`src/inc/sa_capcmp_pkg.sv`:
```
// constants, field layout and types of the two-channel capture/compare block
package sa_capcmp_pkg;

    // register indices; the byte address is four times the index
    localparam logic [3:0] IDX_CHAN_A_CTRL = 4'h0;
    localparam logic [3:0] IDX_CHAN_A_VAL = 4'h2;
    localparam logic [3:0] IDX_CHAN_B_CTRL = 4'h4;
    localparam logic [3:0] IDX_CHAN_B_VAL = 4'h6;
    localparam int ADR_W = 6;
    localparam int IDX_LSB = 2;

    // control/status word field positions
    localparam int FLAG_BIT = 15;
    localparam int LEVEL_HI = 14;
    localparam int LEVEL_LO = 12;
    localparam int ARB_TOP_BIT = 11;
    localparam int IRQ_EN_BIT = 10;
    localparam int TB_SEL_BIT = 8;
    localparam int PIN_STATUS_BIT = 7;
    localparam int FORCE_BIT = 5;
    localparam int EDOUT_BIT = 4;
    localparam int OP_HI = 1;
    localparam int OP_LO = 0;

    // reset values
    localparam logic [2:0] LEVEL_RST = 3'h0;
    localparam logic ARB_TOP_RST = 1'b0;
    localparam logic IRQ_EN_RST = 1'b0;

    typedef enum logic [1:0] {
        CAPTURE_OP = 2'h0,
        PORT_OP = 2'h1,
        COMPARE_OP = 2'h2,
        COMPARE_TOGGLE_OP = 2'h3
    } op_select_t;

    typedef struct packed {
        logic timebase_select;
        logic edout;
        op_select_t op_select;
    } chan_ctrl_t;

    localparam chan_ctrl_t CHAN_CTRL_RST = '{1'b0, 1'b0, CAPTURE_OP};

    // interrupt request towards the module bus arbiter
    typedef struct packed {
        logic req;
        logic [2:0] level;
        logic [3:0] arbitration_number;
        logic chan_b;
    } irq_out_t;

endpackage

```
`src/verilog/sa_capcmp.sv`:
```
// two-channel single-action capture/compare timer with wishbone register slave
//
// Summary of operation
// - capture or compare completion sets that channel's event flag
// - flag set only by hardware; cleared by read-then-zero-write or reset only
// - request raised when flag, enable set and level non-zero
// - capture with flag already set still latches count; flag stays set
// - compare with flag set still acts on pin or internally; flag stays
// - flag clears only after reading it as one then writing zero
// - event between that read and the zero write keeps the flag set
// - level field bits 14..12: zero disables, 1..7 select priority, reset zero
// - level, arbitration bit and enable live in channel A, govern both
// - bit 11 is top bit of arbitration number with three external low bits
// - bit 8 selects time base B when set, A when clear; reset clear
// - bit 7 shows synced pin in capture, output flip-flop in output modes
// - pin status bit read-only, unaffected by writes and reset; here reset clears the synchronizers and output flip-flop it reads
// - force bit does nothing in capture and port modes
// - force bit 5 acts as compare match on output, no flag, reads zero
// - edout written together with force drives the new level
// - capture edge by bit 4: one rising, zero falling; reset clear
// - compare mode: bit 4 is level driven at next match or force
// - port mode drives bit 4 straight onto the pin
// - mode bits 1..0: 00 capture, 01 port, 10 compare, 11 toggle
// - 16-bit data register holds capture or compare value; reset leaves it
// - channel B control word has the same per-channel bits for channel B
// - capture latches the selected time base count into the data register
// - compare match when data register equals selected time base value
// - freeze halts capture and compare; registers and force stay usable
// - simultaneous requests: channel A has priority over channel B
//
// The Wishbone register port was left to the implementer.
`timescale 1ns/1ns

module sa_capcmp #(
    parameter int TB_W = 16
) (
    // clock and reset
    input wire logic i_clk,
    input wire logic i_arst_n,
    // wishbone slave
    input wire logic i_wb_cyc,
    input wire logic i_wb_stb,
    input wire logic i_wb_we,
    input wire logic [sa_capcmp_pkg::ADR_W-1:0] i_wb_adr,
    input wire logic [31:0] i_wb_dat,
    input wire logic [3:0] i_wb_sel,
    output logic [31:0] o_wb_dat,
    output logic o_wb_ack,
    // time base buses and freeze
    input wire logic [TB_W-1:0] i_tb_a,
    input wire logic [TB_W-1:0] i_tb_b,
    input wire logic i_freeze,
    // channel pins, index 0 is channel A
    input wire logic [1:0] i_pin,
    output logic [1:0] o_pin,
    output logic [1:0] o_pin_oe,
    // interrupt arbitration
    input wire logic [2:0] i_arb_low,
    output sa_capcmp_pkg::irq_out_t o_irq
);

    ////////////////////////////////////////////////////////////////////////////////
    // functions

    function automatic logic [TB_W-1:0] pick_tb(input logic sel, input logic [TB_W-1:0] a,
                                                input logic [TB_W-1:0] b);
        pick_tb = sel ? b : a;
    endfunction

    function automatic logic [15:0] lane_merge(input logic [15:0] old, input logic [31:0] wd,
                                               input logic [3:0] sel);
        lane_merge = {sel[1] ? wd[15:8] : old[15:8], sel[0] ? wd[7:0] : old[7:0]};
    endfunction

    ////////////////////////////////////////////////////////////////////////////////
    // state

    sa_capcmp_pkg::chan_ctrl_t ctrl_r [2];
    sa_capcmp_pkg::chan_ctrl_t ctrl_nxt [2];
    logic [15:0] data_r [2];
    logic [1:0] flag_r;
    logic [1:0] arm_r;
    logic [1:0] out_r;
    logic [1:0] match_prev_r;
    logic [1:0] sync1_r;
    logic [1:0] sync2_r;
    logic [1:0] sync3_r;
    logic [TB_W-1:0] tb_a_r;
    logic [TB_W-1:0] tb_b_r;
    logic [2:0] level_r;
    logic arb_top_r;
    logic irq_en_r;

    logic [TB_W-1:0] tb_sel [2];
    logic [1:0] cap_ev;
    logic [1:0] cmp_ev;
    logic [1:0] wr_ctrl;
    logic [1:0] wr_val;
    logic [1:0] rd_ctrl;
    logic [1:0] force_go;
    logic [1:0] pin_status;
    logic [15:0] ctrl_word [2];
    logic [15:0] wr_word [2];
    logic [15:0] rd_word;
    logic [3:0] idx;
    logic bus_req;
    logic bus_wr;

    ////////////////////////////////////////////////////////////////////////////////
    // input registering

    // sync1 is read by sync2 only; edges are taken from sync2/sync3
    always_ff @(posedge i_clk or negedge i_arst_n) begin
        if (!i_arst_n) begin
            sync1_r <= 2'h0;
            sync2_r <= 2'h0;
            sync3_r <= 2'h0;
        end else begin
            sync1_r <= i_pin;
            sync2_r <= sync1_r;
            sync3_r <= sync2_r;
        end
    end

    always_ff @(posedge i_clk or negedge i_arst_n) begin
        if (!i_arst_n) begin
            tb_a_r <= '0;
            tb_b_r <= '0;
        end else begin
            tb_a_r <= i_tb_a;
            tb_b_r <= i_tb_b;
        end
    end

    ////////////////////////////////////////////////////////////////////////////////
    // bus decode

    assign idx = i_wb_adr[sa_capcmp_pkg::ADR_W-1:sa_capcmp_pkg::IDX_LSB];
    assign bus_req = i_wb_cyc && i_wb_stb && !o_wb_ack;
    // writes land on the edge where the master sees ack
    assign bus_wr = i_wb_cyc && i_wb_stb && i_wb_we && o_wb_ack;

    always_comb begin
        for (int c = 0; c < 2; c++) begin
            tb_sel[c] = pick_tb(ctrl_r[c].timebase_select, tb_a_r, tb_b_r);
            pin_status[c] = (ctrl_r[c].op_select == sa_capcmp_pkg::CAPTURE_OP)
                            ? sync2_r[c] : out_r[c];
            ctrl_word[c] = 16'h0000;
            ctrl_word[c][sa_capcmp_pkg::FLAG_BIT] = flag_r[c];
            ctrl_word[c][sa_capcmp_pkg::TB_SEL_BIT] = ctrl_r[c].timebase_select;
            ctrl_word[c][sa_capcmp_pkg::PIN_STATUS_BIT] = pin_status[c];
            ctrl_word[c][sa_capcmp_pkg::EDOUT_BIT] = ctrl_r[c].edout;
            ctrl_word[c][sa_capcmp_pkg::OP_HI:sa_capcmp_pkg::OP_LO] = ctrl_r[c].op_select;
            wr_word[c] = 16'h0000;
        end
        // shared fields appear in channel A's word only
        ctrl_word[0][sa_capcmp_pkg::LEVEL_HI:sa_capcmp_pkg::LEVEL_LO] = level_r;
        ctrl_word[0][sa_capcmp_pkg::ARB_TOP_BIT] = arb_top_r;
        ctrl_word[0][sa_capcmp_pkg::IRQ_EN_BIT] = irq_en_r;
        for (int c = 0; c < 2; c++) begin
            wr_word[c] = lane_merge(ctrl_word[c], i_wb_dat, i_wb_sel);
        end
        wr_ctrl[0] = bus_wr && (idx == sa_capcmp_pkg::IDX_CHAN_A_CTRL);
        wr_ctrl[1] = bus_wr && (idx == sa_capcmp_pkg::IDX_CHAN_B_CTRL);
        wr_val[0] = bus_wr && (idx == sa_capcmp_pkg::IDX_CHAN_A_VAL);
        wr_val[1] = bus_wr && (idx == sa_capcmp_pkg::IDX_CHAN_B_VAL);
        rd_ctrl[0] = (idx == sa_capcmp_pkg::IDX_CHAN_A_CTRL);
        rd_ctrl[1] = (idx == sa_capcmp_pkg::IDX_CHAN_B_CTRL);
        // reserved and unmapped words read zero; force always reads zero
        unique case (idx)
            sa_capcmp_pkg::IDX_CHAN_A_CTRL: rd_word = ctrl_word[0];
            sa_capcmp_pkg::IDX_CHAN_A_VAL: rd_word = data_r[0];
            sa_capcmp_pkg::IDX_CHAN_B_CTRL: rd_word = ctrl_word[1];
            sa_capcmp_pkg::IDX_CHAN_B_VAL: rd_word = data_r[1];
            default: rd_word = 16'h0000;
        endcase
    end

    always_ff @(posedge i_clk or negedge i_arst_n) begin
        if (!i_arst_n) begin
            o_wb_ack <= 1'b0;
            o_wb_dat <= 32'h0000_0000;
        end else begin
            o_wb_ack <= bus_req;
            if (bus_req) begin
                o_wb_dat <= {16'h0000, rd_word};
            end
        end
    end

    ////////////////////////////////////////////////////////////////////////////////
    // control fields

    always_comb begin
        for (int c = 0; c < 2; c++) begin
            ctrl_nxt[c] = ctrl_r[c];
            force_go[c] = 1'b0;
            if (wr_ctrl[c]) begin
                ctrl_nxt[c].timebase_select = wr_word[c][sa_capcmp_pkg::TB_SEL_BIT];
                ctrl_nxt[c].edout = wr_word[c][sa_capcmp_pkg::EDOUT_BIT];
                ctrl_nxt[c].op_select = sa_capcmp_pkg::op_select_t'(
                    wr_word[c][sa_capcmp_pkg::OP_HI:sa_capcmp_pkg::OP_LO]);
                // force only matters in the two compare modes
                force_go[c] = wr_word[c][sa_capcmp_pkg::FORCE_BIT]
                              && ctrl_nxt[c].op_select[1];
            end
        end
    end

    always_ff @(posedge i_clk or negedge i_arst_n) begin
        if (!i_arst_n) begin
            ctrl_r[0] <= sa_capcmp_pkg::CHAN_CTRL_RST;
            ctrl_r[1] <= sa_capcmp_pkg::CHAN_CTRL_RST;
        end else begin
            ctrl_r[0] <= ctrl_nxt[0];
            ctrl_r[1] <= ctrl_nxt[1];
        end
    end

    always_ff @(posedge i_clk or negedge i_arst_n) begin
        if (!i_arst_n) begin
            level_r <= sa_capcmp_pkg::LEVEL_RST;
            arb_top_r <= sa_capcmp_pkg::ARB_TOP_RST;
            irq_en_r <= sa_capcmp_pkg::IRQ_EN_RST;
        end else if (wr_ctrl[0]) begin
            level_r <= wr_word[0][sa_capcmp_pkg::LEVEL_HI:sa_capcmp_pkg::LEVEL_LO];
            arb_top_r <= wr_word[0][sa_capcmp_pkg::ARB_TOP_BIT];
            irq_en_r <= wr_word[0][sa_capcmp_pkg::IRQ_EN_BIT];
        end
    end

    ////////////////////////////////////////////////////////////////////////////////
    // capture and compare

    always_comb begin
        for (int c = 0; c < 2; c++) begin
            // edge seen on synced pin, polarity from edout
            cap_ev[c] = !i_freeze && (ctrl_r[c].op_select == sa_capcmp_pkg::CAPTURE_OP)
                        && (ctrl_r[c].edout ? (sync2_r[c] && !sync3_r[c])
                                            : (!sync2_r[c] && sync3_r[c]));
            // first cycle of equality only, so a slow time base toggles once
            cmp_ev[c] = !i_freeze && (ctrl_r[c].op_select != sa_capcmp_pkg::CAPTURE_OP)
                        && (data_r[c] == tb_sel[c]) && !match_prev_r[c];
        end
    end

    always_ff @(posedge i_clk or negedge i_arst_n) begin
        if (!i_arst_n) begin
            match_prev_r <= 2'h0;
        end else begin
            for (int c = 0; c < 2; c++) begin
                match_prev_r[c] <= (data_r[c] == tb_sel[c]);
            end
        end
    end

    // data is deliberately left out of reset; a capture beats a bus write
    always_ff @(posedge i_clk) begin
        for (int c = 0; c < 2; c++) begin
            if (cap_ev[c]) begin
                data_r[c] <= tb_sel[c];
            end else if (wr_val[c]) begin
                data_r[c] <= lane_merge(data_r[c], i_wb_dat, i_wb_sel);
            end
        end
    end

    ////////////////////////////////////////////////////////////////////////////////
    // event flags

    // a read returning flag=1 arms the clear; any event disarms it
    always_ff @(posedge i_clk or negedge i_arst_n) begin
        if (!i_arst_n) begin
            flag_r <= 2'h0;
            arm_r <= 2'h0;
        end else begin
            for (int c = 0; c < 2; c++) begin
                if (cap_ev[c] || cmp_ev[c]) begin
                    flag_r[c] <= 1'b1;
                    arm_r[c] <= 1'b0;
                end else if (wr_ctrl[c]) begin
                    if (arm_r[c] && !wr_word[c][sa_capcmp_pkg::FLAG_BIT]) begin
                        flag_r[c] <= 1'b0;
                    end
                    arm_r[c] <= 1'b0;
                end else if (o_wb_ack && !i_wb_we && rd_ctrl[c]
                             && o_wb_dat[sa_capcmp_pkg::FLAG_BIT]) begin
                    arm_r[c] <= 1'b1;
                end
            end
        end
    end

    ////////////////////////////////////////////////////////////////////////////////
    // output flip-flops and pins

    // uses the value being written, so edout and force in one write line up
    always_ff @(posedge i_clk or negedge i_arst_n) begin
        if (!i_arst_n) begin
            out_r <= 2'h0;
            o_pin_oe <= 2'h0;
        end else begin
            for (int c = 0; c < 2; c++) begin
                o_pin_oe[c] <= (ctrl_nxt[c].op_select != sa_capcmp_pkg::CAPTURE_OP);
                unique case (ctrl_nxt[c].op_select)
                    sa_capcmp_pkg::CAPTURE_OP,
                    sa_capcmp_pkg::PORT_OP: out_r[c] <= ctrl_nxt[c].edout;
                    sa_capcmp_pkg::COMPARE_OP: begin
                        if (cmp_ev[c] || force_go[c]) begin
                            out_r[c] <= ctrl_nxt[c].edout;
                        end
                    end
                    sa_capcmp_pkg::COMPARE_TOGGLE_OP: begin
                        if (cmp_ev[c] || force_go[c]) begin
                            out_r[c] <= !out_r[c];
                        end
                    end
                endcase
            end
        end
    end

    assign o_pin = out_r;

    ////////////////////////////////////////////////////////////////////////////////
    // interrupt request

    always_ff @(posedge i_clk or negedge i_arst_n) begin
        if (!i_arst_n) begin
            o_irq <= '0;
        end else begin
            o_irq.req <= irq_en_r && (level_r != 3'h0) && (|flag_r);
            o_irq.level <= level_r;
            o_irq.arbitration_number <= {arb_top_r, i_arb_low};
            o_irq.chan_b <= !flag_r[0] && flag_r[1];
        end
    end
endmodule
```
`config.mk`:
```
export PLATFORM = sky130hd
export DESIGN_NAME = sa_capcmp
export DESIGN_NICKNAME = d
export VERILOG_FILES = /design/src/inc/sa_capcmp_pkg.sv /design/src/verilog/sa_capcmp.sv
export SDC_FILE = /design/constraint.sdc
export NUM_CORES = 1
export LEC_CHECK = 0
export ABC_AREA = 1
export BUFFER_PORTS_ARGS = -buffer_cell sky130_fd_sc_hd__buf_4
export CAP_MARGIN = 0
export CELL_PAD_IN_SITES_DETAIL_PLACEMENT = 1
export CELL_PAD_IN_SITES_GLOBAL_PLACEMENT = 1
export CORE_ASPECT_RATIO = 1.25
export CORE_MARGIN = 1
export CORE_UTILIZATION = 39
export DETAILED_ROUTE_END_ITERATION = 8
export PLACE_DENSITY_LB_ADDON = 0.1
export RECOVER_POWER = 25
export SLEW_MARGIN = 20
export SYNTH_ARGS = -nofsm -noshare
export SYNTH_HDL_FRONTEND = slang
export SYNTH_SLANG_ARGS = --single-unit
export TNS_END_PERCENT = 1
```
`constraint.sdc`:
```
create_clock -name i_clk -period 2.55 [get_ports i_clk]
set_clock_uncertainty 0.05 [all_clocks]
set_input_delay 0.1275 -clock i_clk [delete_from_list [all_inputs] [get_ports i_clk]]
set_output_delay 0.1275 -clock i_clk [all_outputs]
set_load 0.02 [all_outputs]
```
==> metrics.csv, run 1 <==
stage,metric,value,unit
cts,ctsLongestPathBuffers,2,
detailed_routing,drt_iter0_drc,202,
sta,relSlewSlack,-3.039,%
synthesis,largest_family_of_logic_cells_by_synthesized_area,simple AND/OR/NAND/NOR gates,
sta,finalMaxSlewViolations,25,
synthesis,synth-adder-area-share,0,%
synthesis,syn_area_cell,8.003,um^2
floorplanning,floorplan.die_area,15210,um^2
detailed_routing,avgRoutedWirePerCell,17.47,um
placement,placement.io_buffers,94,
finish,layout-area-overhead-vs-synth,34.28,%
sta,timing_worst_slew_pin_value,1.546,ns
floorplanning,core,14410,um^2
synthesis,multiplexer_share_of_the_synthesized_area,0,%
detailed_routing,drt_wl_total,18550,um
detailed_routing,remaining_drc_errors,0,
floorplanning,die_height,137.6,um
worst_setup_path,crit_path_cell_trace,inv_1 > a21oi_1 > nand3b_1 > nand3_1 > o21ai_0 > buf_4,
grt,overflow,0,
grt,grt_pass1_vias,5760,
worst_setup_path,critPathRequiredTime,2.63,ns
worst_setup_path,critPathLaunch,sync2_r[0],
worst_setup_path,startpoint_to_endpoint_class_of_the_critical_path,flop to flop,
cts,total_of_cells_resized_after_clock_tree_synthesis,0,
grt,global_route_usage_sum,25.96,%
floorplanning,die_x,110.5,um
sta,whs,0.001993,ns
placement,post_detail_place_hpwl,13400,um
floorplanning,starting_density,39.83,%
worst_setup_path,worst_path_max_delay_cell,nand3_1,
worst_setup_path,worstSetupStartpointType,flop,
finish,multiInputGateArea,2146,um^2
worst_setup_path,worst_ep_arrival,2.27,ns
cts,clk_pin_slew,0.06,ns
worst_setup_path,max_stage_delay,0.43,ns
sta,final_min_period_over_clock_period,85.76,%
worst_setup_path,worst-path-max-fanout,12,
synthesis,post_synth_instance_area,5738,um^2
placement,gpl.final_weighted_congestion,0.8916,
grt,grt_pass1_wl,29540,um
cts,insertion_delay,0.43,ns
synthesis,compound_gate_fraction_of_synth_area,8.570,%
detailed_routing,antenna_left,0,
cts,cts.sinks,119,
finish,num_antenna_cells,0,
flow_run,cap_violations,1,
power_and_ir_drop,cellLeakagePower,3.953,nW
sta,setup_viol,0,
synthesis,synth_sequential_area_ratio,54.69,%
power_and_ir_drop,worst_ir_drop_vdd,0.4602,mV
cts,ctsRootBufferMaster,clkbuf_16,
min_path,min-delay-path-class,input pin to flop,
cts,cts_inserted_buffers,17,
detailed_routing,via_count,5327,
finish,sequential_cell_area,3138,um^2
synthesis,postSynth.topFlopCell,dfrtp_1,
synthesis,post_synth_num_cell_types,28,
floorplanning,boundaryPins,131,
synthesis,yosysWarnings,0,
synthesis,synthCells,717,
placement,place.detailed.instances,985,
synthesis,synth_xor_xnor_area_share,0,%
worst_setup_path,r2r_start,sync2_r[0],
grt,number_of_antenna_violations_at_the_first_check_in_global_routing,0,
finish,layout_commonest_cell,nand2_1,
sta,hold_viol,0,
sta,achievable-frequency,457.3,MHz
sta,grt_setup_unrepaired,false,
outcome,run_status,finished with violations,
finish,instances_no_fill,1062,
min_path,timing.hold.worst.start,i_wb_dat[12],
finish,mostFrequentLayoutCells,"295 x nand2_1, 87 x dfrtp_1, 74 x inv_1, 69 x buf_4, 56 x o21ai_0",
detailed_routing,post_dr_vias_cell,5.016,
cts,tritoncts,yes,
outcome,failed_checks,"capacitance limit, slew limit",
floorplanning,placement_rows,49,
power_and_ir_drop,power_per_cell_area,666.4,nW/um^2
sta,fin_tns_setup,0,ns
sta,timing.final.crit_period,2.187,ns
finish,fill_cell_instance_count_of_the_final_layout,1727,
finish,post_route_cells_drive_above_1_share,16.86,%
synthesis,synth-simple-area-share,27.78,%
synthesis,synth.ff_latch_count,119,
synthesis,synth_async_sr_flop_share,73.11,%
detailed_routing,firstDrtPassIters,5,
finish,final_net_count,956,
grt,pin_count_of_the_biggest_net_entering_global_routing,64,
cts,htreeDepth,4,
synthesis,synth_enable_flop_cells,32,
worst_setup_path,crit_path_end_kind,flop,
-- per-stage QoR --
step	util [%]	total power [mW]	setup WS [ns]	area, um^2
after floorplan	-	2.353	0.3185	5794
after global placement	45.99	2.555	0.5176	6626
after detailed placement	45.99	2.575	0.3564	6626
after CTS	53.50	5.169	0.3501	7709
after global routing	53.48	5.289	0.1784	7705
final	53.48	5.135	0.3632	7705
-- sequential cells by signal, summed over array words and instances (netlist names) --
| register | count |
|---|---|
| arb_top_r | 1 |
| arm_r | 2 |
| ctrl_r | 8 |
| data_r | 32 |
| flag_r | 2 |
| irq_en_r | 1 |
| level_r | 3 |
| match_prev_r | 2 |
| o_irq | 9 |
| o_pin | 2 |
| o_pin_oe | 2 |
| o_wb_ack | 1 |
| o_wb_dat | 16 |
| sync1_r | 2 |
| sync2_r | 2 |
| sync3_r | 2 |
| tb_a_r | 16 |
| tb_b_r | 16 |
-- worst paths after layout --
path,to,slack [ns],depth (start not counted)
max,data_r[0][12],0.36,6
min,level_r[0],0.002,3
max reg2reg,data_r[0][12],0.36,6
min reg2reg,sync2_r[0],0.29,0
max in group asynchronous,tb_b_r[11],0.85,3
min in group asynchronous,tb_a_r[14],0.56,2
-- cell type report --
| class | count | area share (%) |
|---|---|---|
| Sequential cell | 119 | 40.73 |
| Clock buffer | 26 | 7.145 |
| Inverter | 79 | 3.849 |
| Clock inverter | 6 | 1.056 |
| Timing Repair Buffer | 153 | 16.48 |
| Tap cell | 178 | 2.891 |
| Multi-Input combinational cell | 501 | 27.85 |
-- synth_stat cells (2+ instances only) --
cell | count | share of area (%)
nand3_1 | 52 | 4.5
clkinv_1 | 2 | 0.13
nor4_1 | 2 | 0.22
a21oi_1 | 11 | 0.96
nand3b_1 | 3 | 0.39
o2111ai_1 | 6 | 0.92
o21ai_1 | 6 | 0.52
inv_2 | 3 | 0.20
buf_2 | 6 | 0.52
buf_6 | 2 | 0.39
or2_2 | 3 | 0.33
dfrtp_1 | 87 | 38
o41ai_1 | 2 | 0.31
nor3_1 | 4 | 0.35
nor2_1 | 33 | 2.2
edfxtp_1 | 32 | 17
o21ai_0 | 56 | 4.9
nor2_2 | 2 | 0.22
buf_4 | 18 | 2.4
o21ai_2 | 2 | 0.31
o22ai_1 | 5 | 0.55
clkbuf_1 | 7 | 0.46
nand2_1 | 295 | 19
inv_1 | 74 | 4.8
-- metal layers --
layer / routed length [um] / GRT usage [%] / vias to the layer above
met5: 0 / 0 / -
met4: 537 / 13.70 / 0
met3: 570 / 4.311 / 32
met2: 10040 / 48.41 / 108
met1: 7409 / 28.35 / 2618
li1: - / - / 2569
-- critical path: cells and delay by family (launching register included) --
family | cells | cell delay [ns]
buffers and inverters | 2 | 0.32
DFF | 1 | 0.35
AOI/OAI and AO/OA | 2 | 0.51
and+or+nand+nor | 2 | 0.66
-- power by group --
group          internal, mW  switching (mW)  total [mW]
Clock                  1.67           0.869        2.54
Sequential             2.04          0.0474        2.09
Combinational         0.212           0.294       0.505
-- repair_timing --
action / CTS / global route
hold buffers: 45 / 0
endpoints found under the setup margin: 0 / 0
setup buffers: 0 / 0
hold endpoints to repair: 131 / 0
-- logic make-up after synthesis --
family | after synthesis
AND/OR/NAND/NOR | 396
flip-flops | 119
buffers and inverters | 112
AO/OA/AOI/OAI | 89
other | 1
No activity file was read; power rests on OpenSTA's default activity.
==> run 2: changes to the inputs <==
--- a/config.mk
+++ b/config.mk
@@ -16,6 +16,8 @@
 export DETAILED_ROUTE_END_ITERATION = 8
 export PLACE_DENSITY_LB_ADDON = 0.1
 export RECOVER_POWER = 25
+export REMOVE_ABC_BUFFERS = 1
+export SKIP_LAST_GASP = 1
 export SLEW_MARGIN = 20
 export SYNTH_ARGS = -nofsm -noshare
 export SYNTH_HDL_FRONTEND = slang
==> constraint.sdc (replaced) <==
create_clock -name i_clk -period 2.21 [get_ports i_clk]
set_clock_uncertainty 0.05 [all_clocks]
set_input_delay 0.1105 -clock i_clk [delete_from_list [all_inputs] [get_ports i_clk]]
set_output_delay 0.1105 -clock i_clk [all_outputs]
set_load 0.02 [all_outputs]
==> run 2 against run 1 <==
  * The run now ends clean
  * Core utilization grew 0.11 points
  * Global-route usage is essentially flat
  * Maximum frequency grew 10%
  * Combinational power grew 18%
  * Clock-buffer cell count grew 3
  * Non-clock buffer count grew 10
  * Design area grew 0.21%
  * Die area is the same
  * Worst hold slack gained 0.012 ns
  * Sequential power grew 15%
==> metrics.csv, run 2 (synthesized netlist as in run 1, its figures left out) <==
stage,metric,value,unit,change
detailed_routing,via_count,5505,,+3.3%
detailed_routing,drt_wl_total,18620,um,+0.38%
cts,post-cts-setup-buffer-count,0,,unchanged
sta,timing_worst_slew_pin_value,0.9742,ns,-0.5714 ns
detailed_routing,avgRoutedWirePerCell,17.37,um,-0.56%
placement,gpl.final_weighted_congestion,0.8124,,-8.9%
finish,largest_reg_flops,32,,unchanged
worst_setup_path,startpoint_to_endpoint_class_of_the_critical_path,flop to flop,,
sta,achievable-frequency,504.6,MHz,+10%
worst_setup_path,worst-path-max-fanout,12,,unchanged
worst_setup_path,critPathRequiredTime,2.45,ns,-0.18 ns
grt,grt_pass1_vias,5913,,+2.7%
cts,cts.sinks,119,,unchanged
placement,post_detail_place_hpwl,12830,um,-4.3%
placement,place.detailed.instances,990,,+0.51%
worst_setup_path,crit_path_end_kind,flop,,
worst_setup_path,regToRegEndpoint,arm_r[1],,
detailed_routing,remaining_drc_errors,0,,unchanged
outcome,run_status,"finished, final reports clean",,
cts,ctsRootBufferMaster,clkbuf_16,,
floorplanning,starting_density,39.83,%,unchanged
finish,final_net_count,966,,+1.0%
sta,whs,0.01378,ns,+0.01179 ns
worst_setup_path,r2r_start,ctrl_r[3],,
floorplanning,placement_rows,49,,unchanged
sta,hold_viol,0,,unchanged
sta,timing.final.crit_period,1.982,ns,-0.2048 ns
min_path,min-delay-path-class,input pin to flop,,
detailed_routing,antenna_left,0,,unchanged
cts,htreeDepth,4,,unchanged
floorplanning,die_height,137.6,um,unchanged
grt,global_route_usage_sum,25.93,%,-0.035 points
detailed_routing,post_dr_vias_cell,5.135,,+2.4%
sta,setup_viol,0,,unchanged
sta,relSlewSlack,35.05,%,+38 points
cts,clk_pin_slew,0.05,ns,about the same
floorplanning,core,14410,um^2,unchanged
power_and_ir_drop,power_per_cell_area,722.4,nW/um^2,+8.4%
worst_setup_path,worstSetupStartpointType,flop,,
finish,largest-register,data_r,,
sta,finalMaxSlewViolations,0,,-100%
finish,layout-area-overhead-vs-synth,34.56,%,
cts,cts_inserted_buffers,17,,unchanged
finish,mostFrequentLayoutCells,"295 x nand2_1, 87 x dfrtp_1, 74 x inv_1, 73 x buf_4, 56 x o21ai_0",,
power_and_ir_drop,cellLeakagePower,3.955,nW,about the same
finish,instances_no_fill,1072,,+0.94%
min_path,timing.hold.worst.start,i_wb_dat[12],,
finish,post_route_cells_drive_above_1_share,16.67,%,-0.19 points
sta,grt_setup_unrepaired,false,,
detailed_routing,firstDrtPassIters,4,,-1
cts,insertion_delay,0.42,ns,about the same
cts,tritoncts,yes,,
detailed_routing,drt_iter0_drc,237,,+17%
worst_setup_path,worst_ep_arrival,2.22,ns,-0.05 ns
grt,pin_count_of_the_biggest_net_entering_global_routing,53,,-17%
flow_run,cap_violations,0,,-1
min_path,min_path_cells,3,,unchanged
grt,overflow,0,,unchanged
grt,grt_pass1_wl,29980,um,+1.5%
floorplanning,die_x,110.5,um,unchanged
finish,layout_commonest_cell,nand2_1,,
cts,total_of_cells_resized_after_clock_tree_synthesis,0,,unchanged
grt,number_of_antenna_violations_at_the_first_check_in_global_routing,0,,unchanged
finish,num_antenna_cells,0,,unchanged
floorplanning,boundaryPins,131,,unchanged
worst_setup_path,timing.reg2reg.worst_path_depth,11,,+5
sta,final_min_period_over_clock_period,89.68,%,+3.9 points
cts,ctsLongestPathBuffers,2,,unchanged
floorplanning,floorplan.die_area,15210,um^2,unchanged
worst_setup_path,r2r_setup_slack,0.23,ns,-0.14 ns
power_and_ir_drop,worst_ir_drop_vdd,0.5014,mV,+9.0%
placement,placement.io_buffers,94,,unchanged
min_path,hold_path_end,level_r[0],,
## run 2: final cells by class
cell class | instances | area [um^2]
Timing Repair Buffer | 163 | 1371
Fill cell | 1738 | 6686
Inverter | 79 | 296.5
Tap cell | 178 | 222.7
Clock buffer | 29 | 531.8
Clock inverter | 3 | 15.01
Sequential cell | 119 | 3138
Multi-Input combinational cell | 501 | 2146
## run 2: worst max-delay path by stage
stage               cells past startpoint  startpoint           end  slack, ns
floorplan                               4    o_wb_ack  data_r[0][0]      -0.42
global placement                       11   ctrl_r[3]      o_pin[1]       0.32
detailed placement                     11   ctrl_r[3]      arm_r[1]       0.26
CTS                                    11   ctrl_r[3]      arm_r[1]       0.24
global route                           11   ctrl_r[3]      o_pin[1]       0.07
finish                                 11   ctrl_r[3]      arm_r[1]       0.23
## run 2: per-stage QoR
stage	util (%)	power, mW	cell area (um^2)	TNS, ns	setup slack, ns
4_1_cts	53.61	5.637	7724	0	0.2439
3_3_place_gp	46.34	2.951	6676	0	0.3242
3_5_place_dp	46.34	2.974	6676	0	0.2593
2_1_floorplan	-	2.688	5580	-8.656	-0.4235
5_1_grt	53.59	5.787	7721	0	0.06958
6_report	53.59	5.577	7721	0	0.2281
## run 2: power by group
part,switching (mW),leakage [nW],internal [mW]
Sequential,0.0557,1.40,2.35
Combinational,0.342,2.29,0.253
Clock,0.959,0.271,1.61
## run 2: layer usage
layer / vias to the layer above / part of all wire (%) / global-route usage [%]
met4: 0 / 3.3 / 11.78
met5: - / 0 / 0
met2: 148 / 54 / 48.55
li1: 2594 / - / -
met3: 46 / 4.2 / 5.015
met1: 2717 / 39 / 28.43
## run 2: critical path: stages, from the launching register on
cell	delay, ns
dfrtp_1	0.39
inv_2	0.26
buf_4	0.20
nand2_1	0.05
nand3_1	0.08
nand2_1	0.07
nor2_1	0.17
nand2_1	0.12
nor2_1	0.11
nand3_1	0.19
nand3_1	0.13
nor2_1	0.04
## run 2: repair_timing
action,CTS,global route
endpoints found under the setup margin,0,0
endpoints found under the hold margin,86,0
hold buffers,50,0
